### config.mk
export PLATFORM = sky130hd
export DESIGN_NAME = dpc_regs
export DESIGN_NICKNAME = d
export VERILOG_FILES = /design/src/include/dpc_pkg.sv /design/src/verilog/dpc_axil_slave.sv /design/src/verilog/dpc_regs.sv
export SDC_FILE = /design/constraint.sdc
export NUM_CORES = 1
export LEC_CHECK = 0
export BUFFER_PORTS_ARGS = -buffer_cell sky130_fd_sc_hd__buf_2
export CORE_AREA = 8 8 106 79
export DETAILED_ROUTE_END_ITERATION = 6
export DIE_AREA = 0 0 114 87
export PLACE_DENSITY_LB_ADDON = 0.1
export SYNTH_ARGS = -nofsm -noshare
export SYNTH_HDL_FRONTEND = slang
export SYNTH_SLANG_ARGS = --single-unit
### constraint.sdc
create_clock -name CORE_CLK -period 2.63 [get_ports CORE_CLK]
set_clock_uncertainty 0.15 [all_clocks]
set_input_delay 0 -clock CORE_CLK [delete_from_list [all_inputs] [get_ports CORE_CLK]]
set_output_delay 0 -clock CORE_CLK [all_outputs]
set_load 0.005 [all_outputs]
### src/include/dpc_pkg.sv
package dpc_pkg;

    // Register word indices; byte address is four times the index
    localparam logic [5:0] POWER_IDX = 6'h05;
    localparam logic [5:0] CHAN_IDX = 6'h06;
    localparam logic [5:0] IRQ_STAT_IDX = 6'h20;
    localparam logic [5:0] IRQ_MASK_IDX = 6'h21;

    // Values after reset
    localparam logic [15:0] POWER_RST = 16'hafc0;
    localparam logic [15:0] CHAN_RST = 16'h0000;
    localparam logic [3:0] IRQ_MASK_RST = 4'h0;

    // Writable bits, and reserved bits that read back their reset value
    localparam logic [15:0] POWER_WR_MASK = 16'hb513;
    localparam logic [15:0] POWER_RSVD_RD = 16'h0280;
    localparam logic [15:0] CHAN_WR_MASK = 16'hfe00;

    // Power register fields
    localparam int P_CONV_PRI = 15;
    localparam int P_RSVD_ZERO = 14;
    localparam int P_ST_OFF = 13;
    localparam int P_DRV_HI = 12;
    localparam int P_ST_DONE = 11;
    localparam int P_CONV_SEC = 10;
    localparam int P_VG_OFF = 8;
    localparam int P_CONV_DONE = 6;
    localparam int P_BIAS = 4;
    localparam int P_EFF = 1;
    localparam int P_DEEMPH = 0;

    // Channel control fields
    localparam int C_VOL_HI = 15;
    localparam int C_VOL_LO = 14;
    localparam int C_RATE = 13;
    localparam int C_XFER = 12;
    localparam int C_ROLE = 11;
    localparam int C_SWING_HI = 10;
    localparam int C_SWING_LO = 9;
    localparam int C_LSAT = 7;
    localparam int C_RSAT = 6;

    // Volume link codes
    localparam logic [1:0] VOL_LEFT_FROM_RIGHT = 2'h1;
    localparam logic [1:0] VOL_RIGHT_FROM_LEFT = 2'h2;

    // Interrupt status bits
    localparam int IRQ_W = 4;
    localparam int I_LSAT = 0;
    localparam int I_RSAT = 1;
    localparam int I_ST_DONE = 2;
    localparam int I_CONV_DONE = 3;

    // AXI responses
    localparam logic [1:0] RESP_OKAY = 2'h0;
    localparam logic [1:0] RESP_SLVERR = 2'h2;

    typedef struct packed {
        logic en;
        logic [5:0] idx;
        logic [15:0] data;
        logic [1:0] strb;
    } dpc_wr_cmd_t;

    typedef struct packed {
        logic en;
        logic [5:0] idx;
    } dpc_rd_cmd_t;

    // Shared by the read and the write decode
    function automatic logic idx_mapped(input logic [5:0] idx);
        return (idx == POWER_IDX) || (idx == CHAN_IDX) ||
               (idx == IRQ_STAT_IDX) || (idx == IRQ_MASK_IDX);
    endfunction

endpackage

### src/verilog/dpc_axil_slave.sv
`timescale 1ns/10ps
`default_nettype none
module dpc_axil_slave #(
    parameter int ADDR_W = 8
) (
    input wire logic clk,
    input wire logic rst_n,
    input wire logic [ADDR_W-1:0] awaddr,
    input wire logic awvalid,
    output logic awready,
    input wire logic [31:0] wdata,
    input wire logic [3:0] wstrb,
    input wire logic wvalid,
    output logic wready,
    output logic [1:0] bresp,
    output logic bvalid,
    input wire logic bready,
    input wire logic [ADDR_W-1:0] araddr,
    input wire logic arvalid,
    output logic arready,
    output logic [31:0] rdata,
    output logic [1:0] rresp,
    output logic rvalid,
    input wire logic rready,
    output dpc_pkg::dpc_wr_cmd_t wr_cmd,
    input wire logic wr_ok,
    output dpc_pkg::dpc_rd_cmd_t rd_cmd,
    input wire logic [15:0] rd_data,
    input wire logic rd_ok
);
    logic aw_held_r;
    logic w_held_r;
    logic [5:0] aw_idx_r;
    logic [15:0] w_data_r;
    logic [1:0] w_strb_r;
    logic aw_take;
    logic w_take;
    logic wr_fire;
    logic aw_held_nxt;
    logic w_held_nxt;
    logic bvalid_nxt;
    logic ar_take;
    logic rvalid_nxt;

    // Address and data are held apart so they may arrive in either order
    assign aw_take = awvalid && awready;
    assign w_take = wvalid && wready;
    assign wr_fire = aw_held_r && w_held_r && !bvalid;
    assign aw_held_nxt = aw_take || (aw_held_r && !wr_fire);
    assign w_held_nxt = w_take || (w_held_r && !wr_fire);
    assign bvalid_nxt = wr_fire || (bvalid && !bready);

    assign wr_cmd = '{en: wr_fire, idx: aw_idx_r, data: w_data_r, strb: w_strb_r};

    // Ready is registered from next state; no new write until the response drains
    always_ff @(posedge clk) begin
        if (!rst_n) begin
            aw_held_r <= 1'b0;
            w_held_r <= 1'b0;
            awready <= 1'b1;
            wready <= 1'b1;
            bvalid <= 1'b0;
            bresp <= dpc_pkg::RESP_OKAY;
        end else begin
            aw_held_r <= aw_held_nxt;
            w_held_r <= w_held_nxt;
            awready <= !aw_held_nxt && !bvalid_nxt;
            wready <= !w_held_nxt && !bvalid_nxt;
            bvalid <= bvalid_nxt;
            if (wr_fire) begin
                bresp <= wr_ok ? dpc_pkg::RESP_OKAY : dpc_pkg::RESP_SLVERR;
            end
        end
    end

    // Payload capture; upper byte lanes carry nothing
    always_ff @(posedge clk) begin
        if (!rst_n) begin
            aw_idx_r <= 6'h00;
            w_data_r <= 16'h0000;
            w_strb_r <= 2'h0;
        end else begin
            if (aw_take) begin
                aw_idx_r <= awaddr[7:2];
            end
            if (w_take) begin
                w_data_r <= wdata[15:0];
                w_strb_r <= wstrb[1:0];
            end
        end
    end

    // Read is answered at the edge after the address is taken
    assign ar_take = arvalid && arready;
    assign rvalid_nxt = ar_take || (rvalid && !rready);
    assign rd_cmd = '{en: ar_take, idx: araddr[7:2]};

    always_ff @(posedge clk) begin
        if (!rst_n) begin
            arready <= 1'b1;
            rvalid <= 1'b0;
            rdata <= 32'h0000_0000;
            rresp <= dpc_pkg::RESP_OKAY;
        end else begin
            arready <= !rvalid_nxt;
            rvalid <= rvalid_nxt;
            if (ar_take) begin
                rdata <= {16'h0000, rd_data};
                rresp <= rd_ok ? dpc_pkg::RESP_OKAY : dpc_pkg::RESP_SLVERR;
            end
        end
    end
endmodule
`default_nettype wire

### src/verilog/dpc_regs.sv
// Chosen here: the AXI4-Lite interface to the registers.
`timescale 1ns/10ps
`default_nettype none
module dpc_regs #(
    parameter int ADDR_W = 8
) (
    input wire logic CORE_CLK,
    input wire logic RSTN,
    input wire logic [ADDR_W-1:0] S_AXI_AWADDR,
    input wire logic S_AXI_AWVALID,
    output logic S_AXI_AWREADY,
    input wire logic [31:0] S_AXI_WDATA,
    input wire logic [3:0] S_AXI_WSTRB,
    input wire logic S_AXI_WVALID,
    output logic S_AXI_WREADY,
    output logic [1:0] S_AXI_BRESP,
    output logic S_AXI_BVALID,
    input wire logic S_AXI_BREADY,
    input wire logic [ADDR_W-1:0] S_AXI_ARADDR,
    input wire logic S_AXI_ARVALID,
    output logic S_AXI_ARREADY,
    output logic [31:0] S_AXI_RDATA,
    output logic [1:0] S_AXI_RRESP,
    output logic S_AXI_RVALID,
    input wire logic S_AXI_RREADY,
    input wire logic SIDETONE_OFF_DONE,
    input wire logic CONVERTER_OFF_DONE,
    input wire logic LEFT_SATURATION,
    input wire logic RIGHT_SATURATION,
    output logic CONVERTER_OFF_PRIMARY,
    output logic SIDETONE_POWER_OFF,
    output logic DRIVER_HIGH_POWER_SEL,
    output logic CONVERTER_OFF_SECONDARY,
    output logic VIRTUAL_GROUND_AMP_OFF,
    output logic BIAS_LEVEL_SELECT,
    output logic EFFECTS_FILTER_ON,
    output logic DEEMPH_FILTER_ON,
    output logic [1:0] VOLUME_LINK_SELECT,
    output logic LEFT_VOL_FROM_RIGHT,
    output logic RIGHT_VOL_FROM_LEFT,
    output logic REFERENCE_RATE_SELECT,
    output logic TRANSFER_MODE_SELECT,
    output logic INTERFACE_ROLE_SELECT,
    output logic [1:0] OUTPUT_SWING_SELECT,
    output logic IRQ
);
    // Word index sits in address bits 7:2, so narrower buses cannot reach the map
    generate
        if (ADDR_W < 8 || ADDR_W > 32) begin : g_bad_addr
            $error("ADDR_W must lie between 8 and 32");
        end
    endgenerate

    dpc_pkg::dpc_wr_cmd_t wr_cmd;
    dpc_pkg::dpc_rd_cmd_t rd_cmd;
    logic [15:0] rd_val;
    logic wr_ok;
    logic rd_ok;
    logic [15:0] pwr_r;
    logic [15:0] pwr_nxt;
    logic [15:0] chan_r;
    logic [15:0] chan_nxt;
    logic st_done_r;
    logic conv_done_r;
    logic st_prev_r;
    logic conv_prev_r;
    logic lsat_r;
    logic rsat_r;
    logic chan_read;
    logic [dpc_pkg::IRQ_W-1:0] stat_r;
    logic [dpc_pkg::IRQ_W-1:0] stat_nxt;
    logic [dpc_pkg::IRQ_W-1:0] mask_r;
    logic [dpc_pkg::IRQ_W-1:0] events;
    logic [dpc_pkg::IRQ_W-1:0] w1c;
    logic rd_was_power_r;

    // Merge write data under byte strobes, keeping read-only and reserved bits out
    function automatic logic [15:0] merge(input logic [15:0] old, input logic [15:0] data,
                                          input logic [1:0] strb, input logic [15:0] mask);
        logic [15:0] res;
        res = old;
        for (int b = 0; b < 2; b++) begin
            for (int i = 0; i < 8; i++) begin
                if (strb[b] && mask[8*b+i]) begin
                    res[8*b+i] = data[8*b+i];
                end
            end
        end
        return res;
    endfunction

    dpc_axil_slave #(
        .ADDR_W(ADDR_W)
    ) u_bus (
        .clk(CORE_CLK),
        .rst_n(RSTN),
        .awaddr(S_AXI_AWADDR),
        .awvalid(S_AXI_AWVALID),
        .awready(S_AXI_AWREADY),
        .wdata(S_AXI_WDATA),
        .wstrb(S_AXI_WSTRB),
        .wvalid(S_AXI_WVALID),
        .wready(S_AXI_WREADY),
        .bresp(S_AXI_BRESP),
        .bvalid(S_AXI_BVALID),
        .bready(S_AXI_BREADY),
        .araddr(S_AXI_ARADDR),
        .arvalid(S_AXI_ARVALID),
        .arready(S_AXI_ARREADY),
        .rdata(S_AXI_RDATA),
        .rresp(S_AXI_RRESP),
        .rvalid(S_AXI_RVALID),
        .rready(S_AXI_RREADY),
        .wr_cmd(wr_cmd),
        .wr_ok(wr_ok),
        .rd_cmd(rd_cmd),
        .rd_data(rd_val),
        .rd_ok(rd_ok)
    );

    assign wr_ok = dpc_pkg::idx_mapped(wr_cmd.idx);
    assign rd_ok = dpc_pkg::idx_mapped(rd_cmd.idx);

    // Power register: only the writable mask is stored, flags and reserved are not
    always_comb begin
        pwr_nxt = pwr_r;
        if (wr_cmd.en && wr_cmd.idx == dpc_pkg::POWER_IDX) begin
            pwr_nxt = merge(pwr_r, wr_cmd.data, wr_cmd.strb, dpc_pkg::POWER_WR_MASK);
        end
    end

    always_ff @(posedge CORE_CLK) begin
        if (!RSTN) begin
            pwr_r <= dpc_pkg::POWER_RST & dpc_pkg::POWER_WR_MASK;
        end else begin
            pwr_r <= pwr_nxt;
        end
    end

    // Power controls leave straight from the stored bits
    assign CONVERTER_OFF_PRIMARY = pwr_r[dpc_pkg::P_CONV_PRI];
    assign SIDETONE_POWER_OFF = pwr_r[dpc_pkg::P_ST_OFF];
    assign DRIVER_HIGH_POWER_SEL = pwr_r[dpc_pkg::P_DRV_HI];
    assign CONVERTER_OFF_SECONDARY = pwr_r[dpc_pkg::P_CONV_SEC];
    assign VIRTUAL_GROUND_AMP_OFF = pwr_r[dpc_pkg::P_VG_OFF];
    assign BIAS_LEVEL_SELECT = pwr_r[dpc_pkg::P_BIAS];
    assign EFFECTS_FILTER_ON = pwr_r[dpc_pkg::P_EFF];
    assign DEEMPH_FILTER_ON = pwr_r[dpc_pkg::P_DEEMPH];

    // Channel control register; saturation flags live in their own flops
    always_comb begin
        chan_nxt = chan_r;
        if (wr_cmd.en && wr_cmd.idx == dpc_pkg::CHAN_IDX) begin
            chan_nxt = merge(chan_r, wr_cmd.data, wr_cmd.strb, dpc_pkg::CHAN_WR_MASK);
        end
    end

    always_ff @(posedge CORE_CLK) begin
        if (!RSTN) begin
            chan_r <= dpc_pkg::CHAN_RST;
        end else begin
            chan_r <= chan_nxt;
        end
    end

    assign VOLUME_LINK_SELECT = chan_r[dpc_pkg::C_VOL_HI:dpc_pkg::C_VOL_LO];
    assign REFERENCE_RATE_SELECT = chan_r[dpc_pkg::C_RATE];
    assign TRANSFER_MODE_SELECT = chan_r[dpc_pkg::C_XFER];
    assign INTERFACE_ROLE_SELECT = chan_r[dpc_pkg::C_ROLE];
    assign OUTPUT_SWING_SELECT = chan_r[dpc_pkg::C_SWING_HI:dpc_pkg::C_SWING_LO];

    // Decoded volume link; codes 00 and 11 both keep channels independent
    always_ff @(posedge CORE_CLK) begin
        if (!RSTN) begin
            LEFT_VOL_FROM_RIGHT <= 1'b0;
            RIGHT_VOL_FROM_LEFT <= 1'b0;
        end else begin
            LEFT_VOL_FROM_RIGHT <= VOLUME_LINK_SELECT == dpc_pkg::VOL_LEFT_FROM_RIGHT;
            RIGHT_VOL_FROM_LEFT <= VOLUME_LINK_SELECT == dpc_pkg::VOL_RIGHT_FROM_LEFT;
        end
    end

    // Completion flags track the analog side; they read complete during reset
    always_ff @(posedge CORE_CLK) begin
        if (!RSTN) begin
            st_done_r <= 1'b1;
            conv_done_r <= 1'b1;
            st_prev_r <= 1'b1;
            conv_prev_r <= 1'b1;
        end else begin
            st_done_r <= SIDETONE_OFF_DONE;
            conv_done_r <= CONVERTER_OFF_DONE;
            st_prev_r <= st_done_r;
            conv_prev_r <= conv_done_r;
        end
    end

    // Overflow flags: a hit in the reading cycle survives the clear
    assign chan_read = rd_cmd.en && rd_cmd.idx == dpc_pkg::CHAN_IDX;

    always_ff @(posedge CORE_CLK) begin
        if (!RSTN) begin
            lsat_r <= 1'b0;
            rsat_r <= 1'b0;
        end else begin
            lsat_r <= LEFT_SATURATION || (lsat_r && !chan_read);
            rsat_r <= RIGHT_SATURATION || (rsat_r && !chan_read);
        end
    end

    // Interrupt events; completion counts on its rising edge only
    assign events[dpc_pkg::I_LSAT] = LEFT_SATURATION;
    assign events[dpc_pkg::I_RSAT] = RIGHT_SATURATION;
    assign events[dpc_pkg::I_ST_DONE] = st_done_r && !st_prev_r;
    assign events[dpc_pkg::I_CONV_DONE] = conv_done_r && !conv_prev_r;

    always_comb begin
        w1c = '0;
        if (wr_cmd.en && wr_cmd.idx == dpc_pkg::IRQ_STAT_IDX && wr_cmd.strb[0]) begin
            w1c = wr_cmd.data[dpc_pkg::IRQ_W-1:0];
        end
        stat_nxt = (stat_r & ~w1c) | events;
    end

    always_ff @(posedge CORE_CLK) begin
        if (!RSTN) begin
            stat_r <= '0;
            mask_r <= dpc_pkg::IRQ_MASK_RST;
            IRQ <= 1'b0;
        end else begin
            stat_r <= stat_nxt;
            if (wr_cmd.en && wr_cmd.idx == dpc_pkg::IRQ_MASK_IDX && wr_cmd.strb[0]) begin
                mask_r <= wr_cmd.data[dpc_pkg::IRQ_W-1:0];
            end
            IRQ <= |(stat_r & mask_r); // One cycle behind status, keeps output a flop
        end
    end

    // Read mux; reserved bits return constants, power bit 14 always zero
    always_comb begin
        rd_val = 16'h0000;
        unique case (rd_cmd.idx)
            dpc_pkg::POWER_IDX: begin
                rd_val = (pwr_r & dpc_pkg::POWER_WR_MASK) | dpc_pkg::POWER_RSVD_RD;
                rd_val[dpc_pkg::P_ST_DONE] = st_done_r;
                rd_val[dpc_pkg::P_CONV_DONE] = conv_done_r;
                rd_val[dpc_pkg::P_RSVD_ZERO] = 1'b0;
            end
            dpc_pkg::CHAN_IDX: begin
                rd_val = chan_r & dpc_pkg::CHAN_WR_MASK;
                rd_val[dpc_pkg::C_LSAT] = lsat_r;
                rd_val[dpc_pkg::C_RSAT] = rsat_r;
            end
            dpc_pkg::IRQ_STAT_IDX: rd_val = {12'h000, stat_r};
            dpc_pkg::IRQ_MASK_IDX: rd_val = {12'h000, mask_r};
            default: rd_val = 16'h0000;
        endcase
    end

    // Helper for checks: remembers whether the pending read hit the power register
    always_ff @(posedge CORE_CLK) begin
        if (!RSTN) begin
            rd_was_power_r <= 1'b0;
        end else if (rd_cmd.en) begin
            rd_was_power_r <= rd_cmd.idx == dpc_pkg::POWER_IDX;
        end
    end
endmodule
`default_nettype wire
==> metrics.txt, run 1 <==
crit path DAT 2.54 ns; CP bufs+invs 4; Initial Util 46.5%; CP Max Fanout 4; routed len/inst ~15 um; worst stage delay on the critical path 0.62 ns; Port Buffers 77; # fillers 623; Worst VDD drop 406 uV; layout cells sized above 1 22.8%; met2 Use GR 30.4%; area share of the largest cell type after synthesis about 48%; total CTS buffers 9; Clk pin slew, worst setup/hold paths ~0.090 ns; antenna violations before repair 0; Internal 1.77 mW; number of global-route vias before repair 2,902; Clock power frac 36.4%; crit path cell chain dlygate4sd3_1 > buf_2 > nor3b_1 > dlygate4sd3_1 > nand3_1 > dlygate4sd3_1 > a31oi_1; Final Hold Fails 0; FF+latch count, synth 77; Via Count 2,995; FFs w/ async S/R, synth 0%; maximum buffer depth of the clock tree 2; Worst Hold Path Cells 4; synth warn 0; fin cells 581; RSZ-0062 raised after global routing false; Std-Cell Rows 26; Crit path depth 7; Detailed Place HPWL 5990 um; initial drt markers 190; LEAKAGE ~1.7 nW; number of remaining DRC errors 0; PD cells 568 mW/mm^2; H-tree lvl count 3; Worst-Skew Late Latency 0.35 ns; top-count cell post-synth dfxtp_1; Die Ht 87 um; grt total ovfl 0; Comb power frac 11.2%; # setup viols final 0; busiest grt layer met2; core area 0.00690 sq mm; worst slew pin tran 0.910 ns; CP Launch Type primary input; Mapped Avg Cell Area 8.79 sq um; GRT Util Overall 18.3%; Final GP Congestion approximately 0.76; antenna viol nets, final 0; Post-Synthesis Cells roughly 370; Hold Crit Class in2reg; Distinct cells, synth 44; CP top delay family buffers and inverters; commonest cells in the netlist 77 x dfxtp_1, 74 x nand2_1, 35 x a21oi_1; first-pass GRT wire length around 14,000 um; largest net degree at the start of global routing 30; status completed; Sink Count 77; crit path max-delay cell type dlygate4sd3_1; area grow syn2layout 31.3%; diodes inserted 0; grt met1 use 21.6%; Nets approximately 540; Max-Cap Viols 0; relative slew slack 38.5%; Die Wd 114 um; CP dominant cell by count dlygate4sd3_1; Tcrit/Tclk final 91.3%; top_reg_cell synth dfxtp_1; CP endpoint kind flip-flop; kind of critical path in2reg; drt total wl 8820 um; Multi-input gate area around 0.0015 sq mm; total negative slack 0 ns; fmax 416 MHz; final core occ 61.1%; Final Critical Period between 2 and 2.5 ns; Placed Cells 523; # IOs 122; postcts setup bufs 0; sequential share of the synthesized area 48.0%; Area contributors post-synth dfxtp_1 48%, nand2_1 8.7%, a21oi_1 5.5%; EDFF count, synth 0; cell taking the most area after synthesis dfxtp_1; Critical Path RT 2.77 ns; sequential share of power around 52%; clk root buf clkbuf_8; TritonCTS clock tree built; Post-Syn Area about 0.0032 sq mm; Sw Pwr 618 uW; max-slew violation count 0; Die ar. 0.00992 sq mm; Reg2Reg Depth 4; Sw Share approximately 26%; DR vias/cell approximately 5.2; met3 Track Usage GR 5.40%; register area 0.00154 sq mm; TritonRoute pass-1 iters 4
-- per-stage QoR --
step	hold slack, ns	total power [mW]	instance area, sq um	worst slack [ns]
finish	0.0163	2.39	4220	0.229
global route	0.0380	2.50	4220	0.114
CTS	0.000964	2.41	4220	0.262
detailed placement	0.0371	1.49	3600	0.492
global placement	0.0336	1.49	3600	0.509
floorplan	-0.0485	1.43	3280	0.669
-- per-layer routing --
layer | up-vias | routed length, um
met5 | - | 0
met4 | 0 | 139
met3 | 13 | 666
met2 | 92 | 4100
met1 | 1419 | 3910
li1 | 1471 | -
-- power groups by stage --
stage                     logic (mW)  registers [mW]  clock network [mW]
after floorplan                0.157            1.27                   0
after global placement         0.212            1.28                   0
after detailed placement       0.216            1.28                   0
after CTS                      0.265            1.25               0.899
after global routing           0.301            1.26               0.943
final                          0.269            1.25               0.872
-- final timing paths --
path                             startpoint                     endpoint  slack [ns]
min reg2reg  u_bus.w_data_r[1]$_SDFFE_PN0P_         stat_r[1]$_SDFF_PN0_        0.30
min                         S_AXI_ARADDR[7]  u_bus.rdata[1]$_SDFFE_PN0N_        0.02
max reg2reg        u_bus.arready$_SDFF_PN1_  u_bus.rresp[1]$_SDFFE_PN0N_        0.31
max                         S_AXI_ARADDR[3]  u_bus.rdata[0]$_SDFFE_PN0N_        0.23
-- final cells by class --
cell class	count	area share, %
multi-input combinational	257	35.1
timing repair buffer	125	20.2
tap	98	2.91
inverter	8	0.712
sequential	77	36.6
clock buffer	10	3.03
clock inverter	6	1.51
-- layout by cell type (no fill, tap or decap), types with 9 or more instances in the layout --
cell,count
dfxtp_1,77
nand2b_1,9
buf_2,77
o21ai_0,15
dlygate4sd3_1,42
conb_1,19
nand3_1,17
clkbuf_8,9
a21oi_1,35
nand2_1,74
mux2i_1,15
a31oi_1,13
-- logic make-up (layout without fill, tap and decap cells) --
logic type | Yosys count | in the layout | share of synthesized area (%)
buffers and inverters | 49 | 149 | 8.19
AOI/OAI and AO/OA | 83 | 83 | 15.8
xor gates and xnor gates | 1 | 1 | 0.273
and+or+nand+nor | 135 | 135 | 21.6
other | 1 | 19 | 0.117
DFF | 77 | 77 | 48.0
muxes | 19 | 19 | 6.08
-- state kept, by name (all words and copies together), names as in the netlist, 2 cells and up --
| name | count |
|---|---|
| u_bus.rdata | 15 |
| u_bus.w_data_r | 13 |
| pwr_r | 8 |
| chan_r | 7 |
| u_bus.aw_idx_r | 6 |
| mask_r | 4 |
| stat_r | 4 |
| u_bus.w_strb_r | 2 |
-- worst reg2reg max path, stage by stage (launching register included) --
cell	delay [ns]
dfxtp_1	0.36
nor4bb_1	0.80
and4_1	0.30
a211oi_1	0.05
dlygate4sd3_1	0.55
-- timing repair --
| item | in CTS | in global routing |
|---|---|---|
| gates resized for setup | 0 | 0 |
| hold endpoints to repair | 39 | 0 |
| hold buffers | 42 | 0 |
(Power assumes the default switching activity.)
==> run 2, diff against run 1 <==
- HOLD_SLACK_MARGIN: default -> 0.05
==> run 2 against run 1 <==
Net effect:
- non-clock buffer count rose by 9
- largest cell class unchanged
- largest power group unchanged
- cell area up 2.1%
- clock power hardly changed
- critical path type is now reg2reg
- register-to-register slack improved by 0.10 ns
==> metrics.txt, run 2 (synthesis results as in run 1) <==
status completed; largest net degree at the start of global routing 30 (unchanged); number of remaining DRC errors 0 (unchanged); antenna violations before repair 0 (unchanged); Worst R2R Setup Slack 0.41 ns (+0.10 ns); H-tree lvl count 3 (unchanged); Die Ht 87 um (unchanged); CP top delay family simple AND/OR/NAND/NOR gates; clk root buf clkbuf_8; grt total ovfl 0 (unchanged); LEAKAGE 1.78 nW (+3.4%); total CTS buffers 9 (unchanged); Final GP Congestion 0.756 (unchanged); Reg2Reg Depth 4 (unchanged); maximum buffer depth of the clock tree 2 (unchanged); Worst Hold Path Cells 4 (unchanged); CP bufs+invs 1 (-3); Std-Cell Rows 26 (unchanged); TritonCTS clock tree built; PD cells 560 mW/mm^2 (-1.4%); top flop regs u_bus.rdata (15), u_bus.w_data_r (13), pwr_r (8); worst slew pin tran 0.791 ns (-0.119 ns); core area 0.00690 sq mm (unchanged); area grow syn2layout 34.2%; Tcrit/Tclk final 84.4% (-6.9 points); initial drt markers 172 (-9.5%); Max-Cap Viols 0 (unchanged); placed inst area 0.00360 sq mm (unchanged); layout cells sized above 1 22.4% (-0.42 points); worst stage delay on the critical path 0.71 ns (+0.09 ns); kind of critical path reg2reg; diodes inserted 0 (unchanged); total negative slack 0 ns (unchanged); max reg flops 15 (unchanged); crit path cell chain nor4bb_1 > dlygate4sd3_1 > nand3_1 > a31oi_1; drt total wl 9010 um (+2.2%); first-pass GRT wire length 14,600 um (+2.2%); max-slew violation count 0 (unchanged); post-CTS sizing 0 (unchanged); relative slew slack 46.5% (+8.0 points); Hold Crit Class in2reg; RSZ-0062 raised after global routing false; Clk pin slew, worst setup/hold paths 0.09 ns (about the same); # fillers 611 (-1.9%); fmax 451 MHz (+8.2%); Non-Filler Cell Area, Final 0.00431 sq mm (+2.1%); # setup viols final 0 (unchanged); most frequent cells in the layout 77 x dfxtp_1, 77 x buf_2, 74 x nand2_1; GRT Util Overall 18.7% (+0.46 points); r2r startpoint u_bus.arready$_SDFF_PN1_; Top reg by flops u_bus.rdata; Worst VDD drop 406 uV (about the same); CP endpoint kind flip-flop; CP startpoint u_bus.arready$_SDFF_PN1_; hold wc startpoint S_AXI_ARADDR[7]; Detailed Place HPWL 5990 um (unchanged); WHS Endpoint u_bus.rdata[2]$_SDFFE_PN0N_; Die Wd 114 um (unchanged); crit path max-delay cell type nor4bb_1; CP Max Fanout 5 (+1); Critical Path RT 2.77 ns (about the same); antenna viol nets, final 0 (unchanged); # IOs 122 (unchanged); crit path DAT 2.36 ns (-0.18 ns); number of global-route vias before repair 2,956 (+1.9%); postcts setup bufs 0 (unchanged); Nets 550 (+1.7%); Port Buffers 77 (unchanged); Worst-Skew Late Latency 0.35 ns (about the same); RR Endpoint u_bus.rdata[1]$_SDFFE_PN0N_; Final Hold Fails 0 (unchanged); Via Count 2,999 (+0.13%); Final Critical Period 2.22 ns (-0.182 ns); Die ar. 0.00992 sq mm (unchanged); CP Launch Type flip-flop; DR vias/cell 5.08 (-1.4%); routed len/inst 15.3 um (+0.61%); Sink Count 77 (unchanged); Initial Util 46.5% (unchanged); TritonRoute pass-1 iters 4 (unchanged)
[run 2: metrics by stage]
stage          setup slack, ns  total power, mW  cells  utilization (%)  hold slack (ns)
3_5_place_dp             0.492             1.49    523             52.2           0.0371
2_1_floorplan            0.669             1.43    383                -          -0.0485
5_1_grt                  0.282             2.52    590             62.4            0.108
3_3_place_gp             0.509             1.49    523             52.2           0.0336
6_report                 0.411             2.41    590             62.4           0.0801
4_1_cts                  0.435             2.43    590             62.4           0.0631
[run 2: worst max path at each step]
stage,end,depth (start not counted)
after CTS,u_bus.rdata[1]$_SDFFE_PN0N_,4
after detailed placement,pwr_r[10]$_SDFFE_PN1P_,3
after global placement,pwr_r[10]$_SDFFE_PN1P_,3
after floorplan,pwr_r[10]$_SDFFE_PN1P_,4
final,u_bus.rdata[1]$_SDFFE_PN0N_,4
after global routing,u_bus.rdata[1]$_SDFFE_PN0N_,4
[run 2: worst min-delay path: stages]
cell and delay [ns]:
buf_2 0.12, nor3b_1 0.17, a32oi_1 0.19, nor2_1 0.05
[run 2: layout make-up]
type | instances | area, sq um | share of cell area, %
tap | 98 | 123 | 2.85
multi-input combinational | 257 | 1480 | 34.4
clock buffer | 10 | 128 | 2.96
timing repair buffer | 134 | 941 | 21.9
sequential | 77 | 1540 | 35.8
inverter | 8 | 30.0 | 0.697
clock inverter | 6 | 63.8 | 1.48
[run 2: layer usage]
metal,part of all wire (%),global-route usage (%),vias up
met3,7.3,5.47,15
met4,1.8,7.82,0
li1,-,-,1488
met1,44,21.9,1406
met5,0,0,-
met2,47,31.5,90
[run 2: report_power, final]
part | total, mW | switching, mW | internal, mW
clock | 0.875 | 0.438 | 0.437
sequential | 1.25 | 0.0379 | 1.21
combinational | 0.282 | 0.149 | 0.134
total | 2.41 | 0.625 | 1.78
[run 2: repair_timing]
action	in CTS	in global routing
hold buffers	51	0
endpoints found under the hold margin	63	0
setup endpoints to repair	0	0
==> run 3, diff against run 2 <==
- clock period: 2.63 -> 2.1 ns (I/O delays scaled with it)
==> run 3 against run 2 <==
Net effect:
- count of clock-buffer cells in the layout is 1 higher
- die area is the same
- combinational power rose by 28%
- cell area is 0.46% higher
- clock power grew 20%
- maximum frequency grew 9.2%
- hold slack got worse by 0.016 ns
- final cell count grew 0.85%
- worst setup slack lost 0.34 ns
- first-iteration DRC count is 15% higher
- largest cell class unchanged
- largest power group unchanged
==> metrics.txt, run 3 (synthesis results as in run 1) <==
drt total wl 9140 um (+1.4%); LEAKAGE 1.79 nW (+0.56%); Clk pin slew, worst setup/hold paths 0.08 ns (about the same); core area 0.00690 sq mm (unchanged); CP endpoint kind flip-flop; CP endpoint pwr_r[8]$_SDFFE_PN1P_; number of global-route vias before repair 2,991 (+1.2%); maximum buffer depth of the clock tree 2 (unchanged); postcts setup bufs 0 (unchanged); RSZ-0062 raised after global routing false; Final Hold Fails 0 (unchanged); total negative slack 0 ns (unchanged); number of remaining DRC errors 0 (unchanged); routed len/inst 15.4 um (+0.59%); fmax 492 MHz (+9.2%); Worst-Skew Late Latency 0.35 ns (about the same); Die Wd 114 um (unchanged); Worst VDD drop 399 uV (-1.7%); crit path DAT 2.12 ns (-0.24 ns); Std-Cell Rows 26 (unchanged); Sw Share 26.6% (+0.65 points); Tcrit/Tclk final 96.7% (+12 points); Comb power frac 12.1% (+0.4 points); max reg flops 15 (unchanged); status completed; grt total ovfl 0 (unchanged); Worst R2R Setup Slack 0.07 ns (-0.34 ns); sequential share of power 52.7% (+0.7 points); area grow syn2layout 34.8%; Sink Count 77 (unchanged); Final Critical Period 2.03 ns (-0.187 ns); Placed Cells 530 (+1.3%); DR vias/cell 4.98 (-2.0%); Reg2Reg Depth 4 (unchanged); commonest non-fill, non-tap cell in the layout buf_2; fin cells 595 (+0.85%); # fillers 627 (+2.6%); PD cells 689 mW/mm^2 (+23%); Via Count 2,963 (-1.2%); top flop regs u_bus.rdata (15), u_bus.w_data_r (13), pwr_r (8); Hold Crit Class in2reg; final core occ 62.7% (+0.29 points); # setup viols final 0 (unchanged); TritonRoute pass-1 iters 4 (unchanged); Sw Pwr 792 uW (+27%); relative slew slack 62.5% (+16 points); Nets 554 (+0.73%); CP Launch Type flip-flop; kind of critical path reg2reg; total CTS buffers 9 (unchanged); initial drt markers 198 (+15%); Port Buffers 77 (unchanged); first-pass GRT wire length 14,900 um (+2.2%); Die ar. 0.00992 sq mm (unchanged); CP Max Fanout 8 (+3); Non-Filler Cell Area, Final 0.00433 sq mm (+0.46%); Internal 2.19 mW (+23%); Critical Path RT 2.19 ns (-0.58 ns); Clock power frac 35.2% (-1.1 points); Die Ht 87 um (unchanged); max-slew violation count 0 (unchanged); RR Endpoint pwr_r[8]$_SDFFE_PN1P_; Initial Util 46.5% (unchanged); antenna violations before repair 1 (+1); Top reg by flops u_bus.rdata; hold wc startpoint S_AXI_WVALID; CP startpoint u_bus.aw_idx_r[3]$_SDFFE_PN0P_; Max-Cap Viols 0 (unchanged); worst slew pin tran 0.561 ns (-0.231 ns); most frequent cells in the layout 77 x buf_2, 76 x dfxtp_1, 74 x nand2_1; Final GP Congestion 0.777 (+2.8%); clk root buf clkbuf_8; GRT Util Overall 18.9% (+0.23 points); r2r startpoint u_bus.aw_idx_r[3]$_SDFFE_PN0P_; antenna viol nets, final 0 (unchanged); # IOs 122 (unchanged); Detailed Place HPWL 6020 um (+0.51%); placed inst area 0.00366 sq mm (+1.5%); Hold Slack 0.0641 ns (-0.0160 ns); TritonCTS clock tree built; largest net degree at the start of global routing 43 (+43%); layout cells sized above 1 24.0% (+1.6 points); H-tree lvl count 3 (unchanged)
-- run 3: cell count changes in the layout (fill, tap and decap cells not counted), sizes merged --
cell         change
buf              +7
dlygate4sd3      -3
diode            +1
clkinv           -1
bufinv           -1
inv              +1
clkbuf           +1
-- run 3: cell type report --
cell class,count,area (sq um),area share (%)
Tap cell,98,123,2.83
Inverter,8,30.0,0.694
Sequential cell,77,1540,35.7
Timing Repair Buffer,138,963,22.3
Clock inverter,5,33.8,0.781
Antenna cell,1,2.50,0.0579
Clock buffer,11,151,3.50
Multi-Input combinational cell,257,1480,34.2
-- run 3: metal layers --
layer | track usage [%] | part of all wire [%] | vias up
li1 | - | - | 1486
met1 | 22.8 | 44 | 1369
met2 | 30.5 | 48 | 96
met3 | 7.06 | 7.1 | 12
met4 | 6.50 | 1.3 | 0
met5 | 0 | 0 | -
-- run 3: stage by stage --
step / worst slack (ns) / total power [mW]
CTS: 0.0598 / 2.98
detailed placement: 0.0755 / 1.88
finish: 0.0683 / 2.98
floorplan: 0.139 / 1.79
global placement: 0.114 / 1.87
global route: 0.0145 / 3.13
-- run 3: worst min path at each step --
stage,end,slack [ns],cells past startpoint
finish,u_bus.w_data_r[4]$_SDFFE_PN0P_,0.06,4
global route,u_bus.w_data_r[14]$_SDFFE_PN0P_,0.10,4
detailed placement,conv_done_r$_SDFF_PN1_,0.04,2
CTS,u_bus.w_data_r[4]$_SDFFE_PN0P_,0.06,4
global placement,conv_done_r$_SDFF_PN1_,0.03,2
floorplan,conv_done_r$_SDFF_PN1_,-0.05,1
-- run 3: power by group through the flow --
| stage | registers [mW] | logic, mW | clock network, mW |
|---|---|---|---|
| floorplan | 1.59 | 0.196 | 0 |
| global placement | 1.60 | 0.276 | 0 |
| detailed placement | 1.60 | 0.281 | 0 |
| CTS | 1.57 | 0.352 | 1.06 |
| global route | 1.58 | 0.401 | 1.15 |
| finish | 1.57 | 0.360 | 1.05 |
-- run 3: critical path, cell delays in order (launching register included) --
cell,delay (ns)
dfxtp_1,0.35
or4b_1,0.50
buf_4,0.19
o41a_2,0.46
a211o_1,0.26
-- run 3: what timing repair did --
item	4_1_cts	5_1_grt
hold buffers	48	0
resized for setup	0	1
setup endpoints to repair	0	1
hold endpoints to repair	57	0
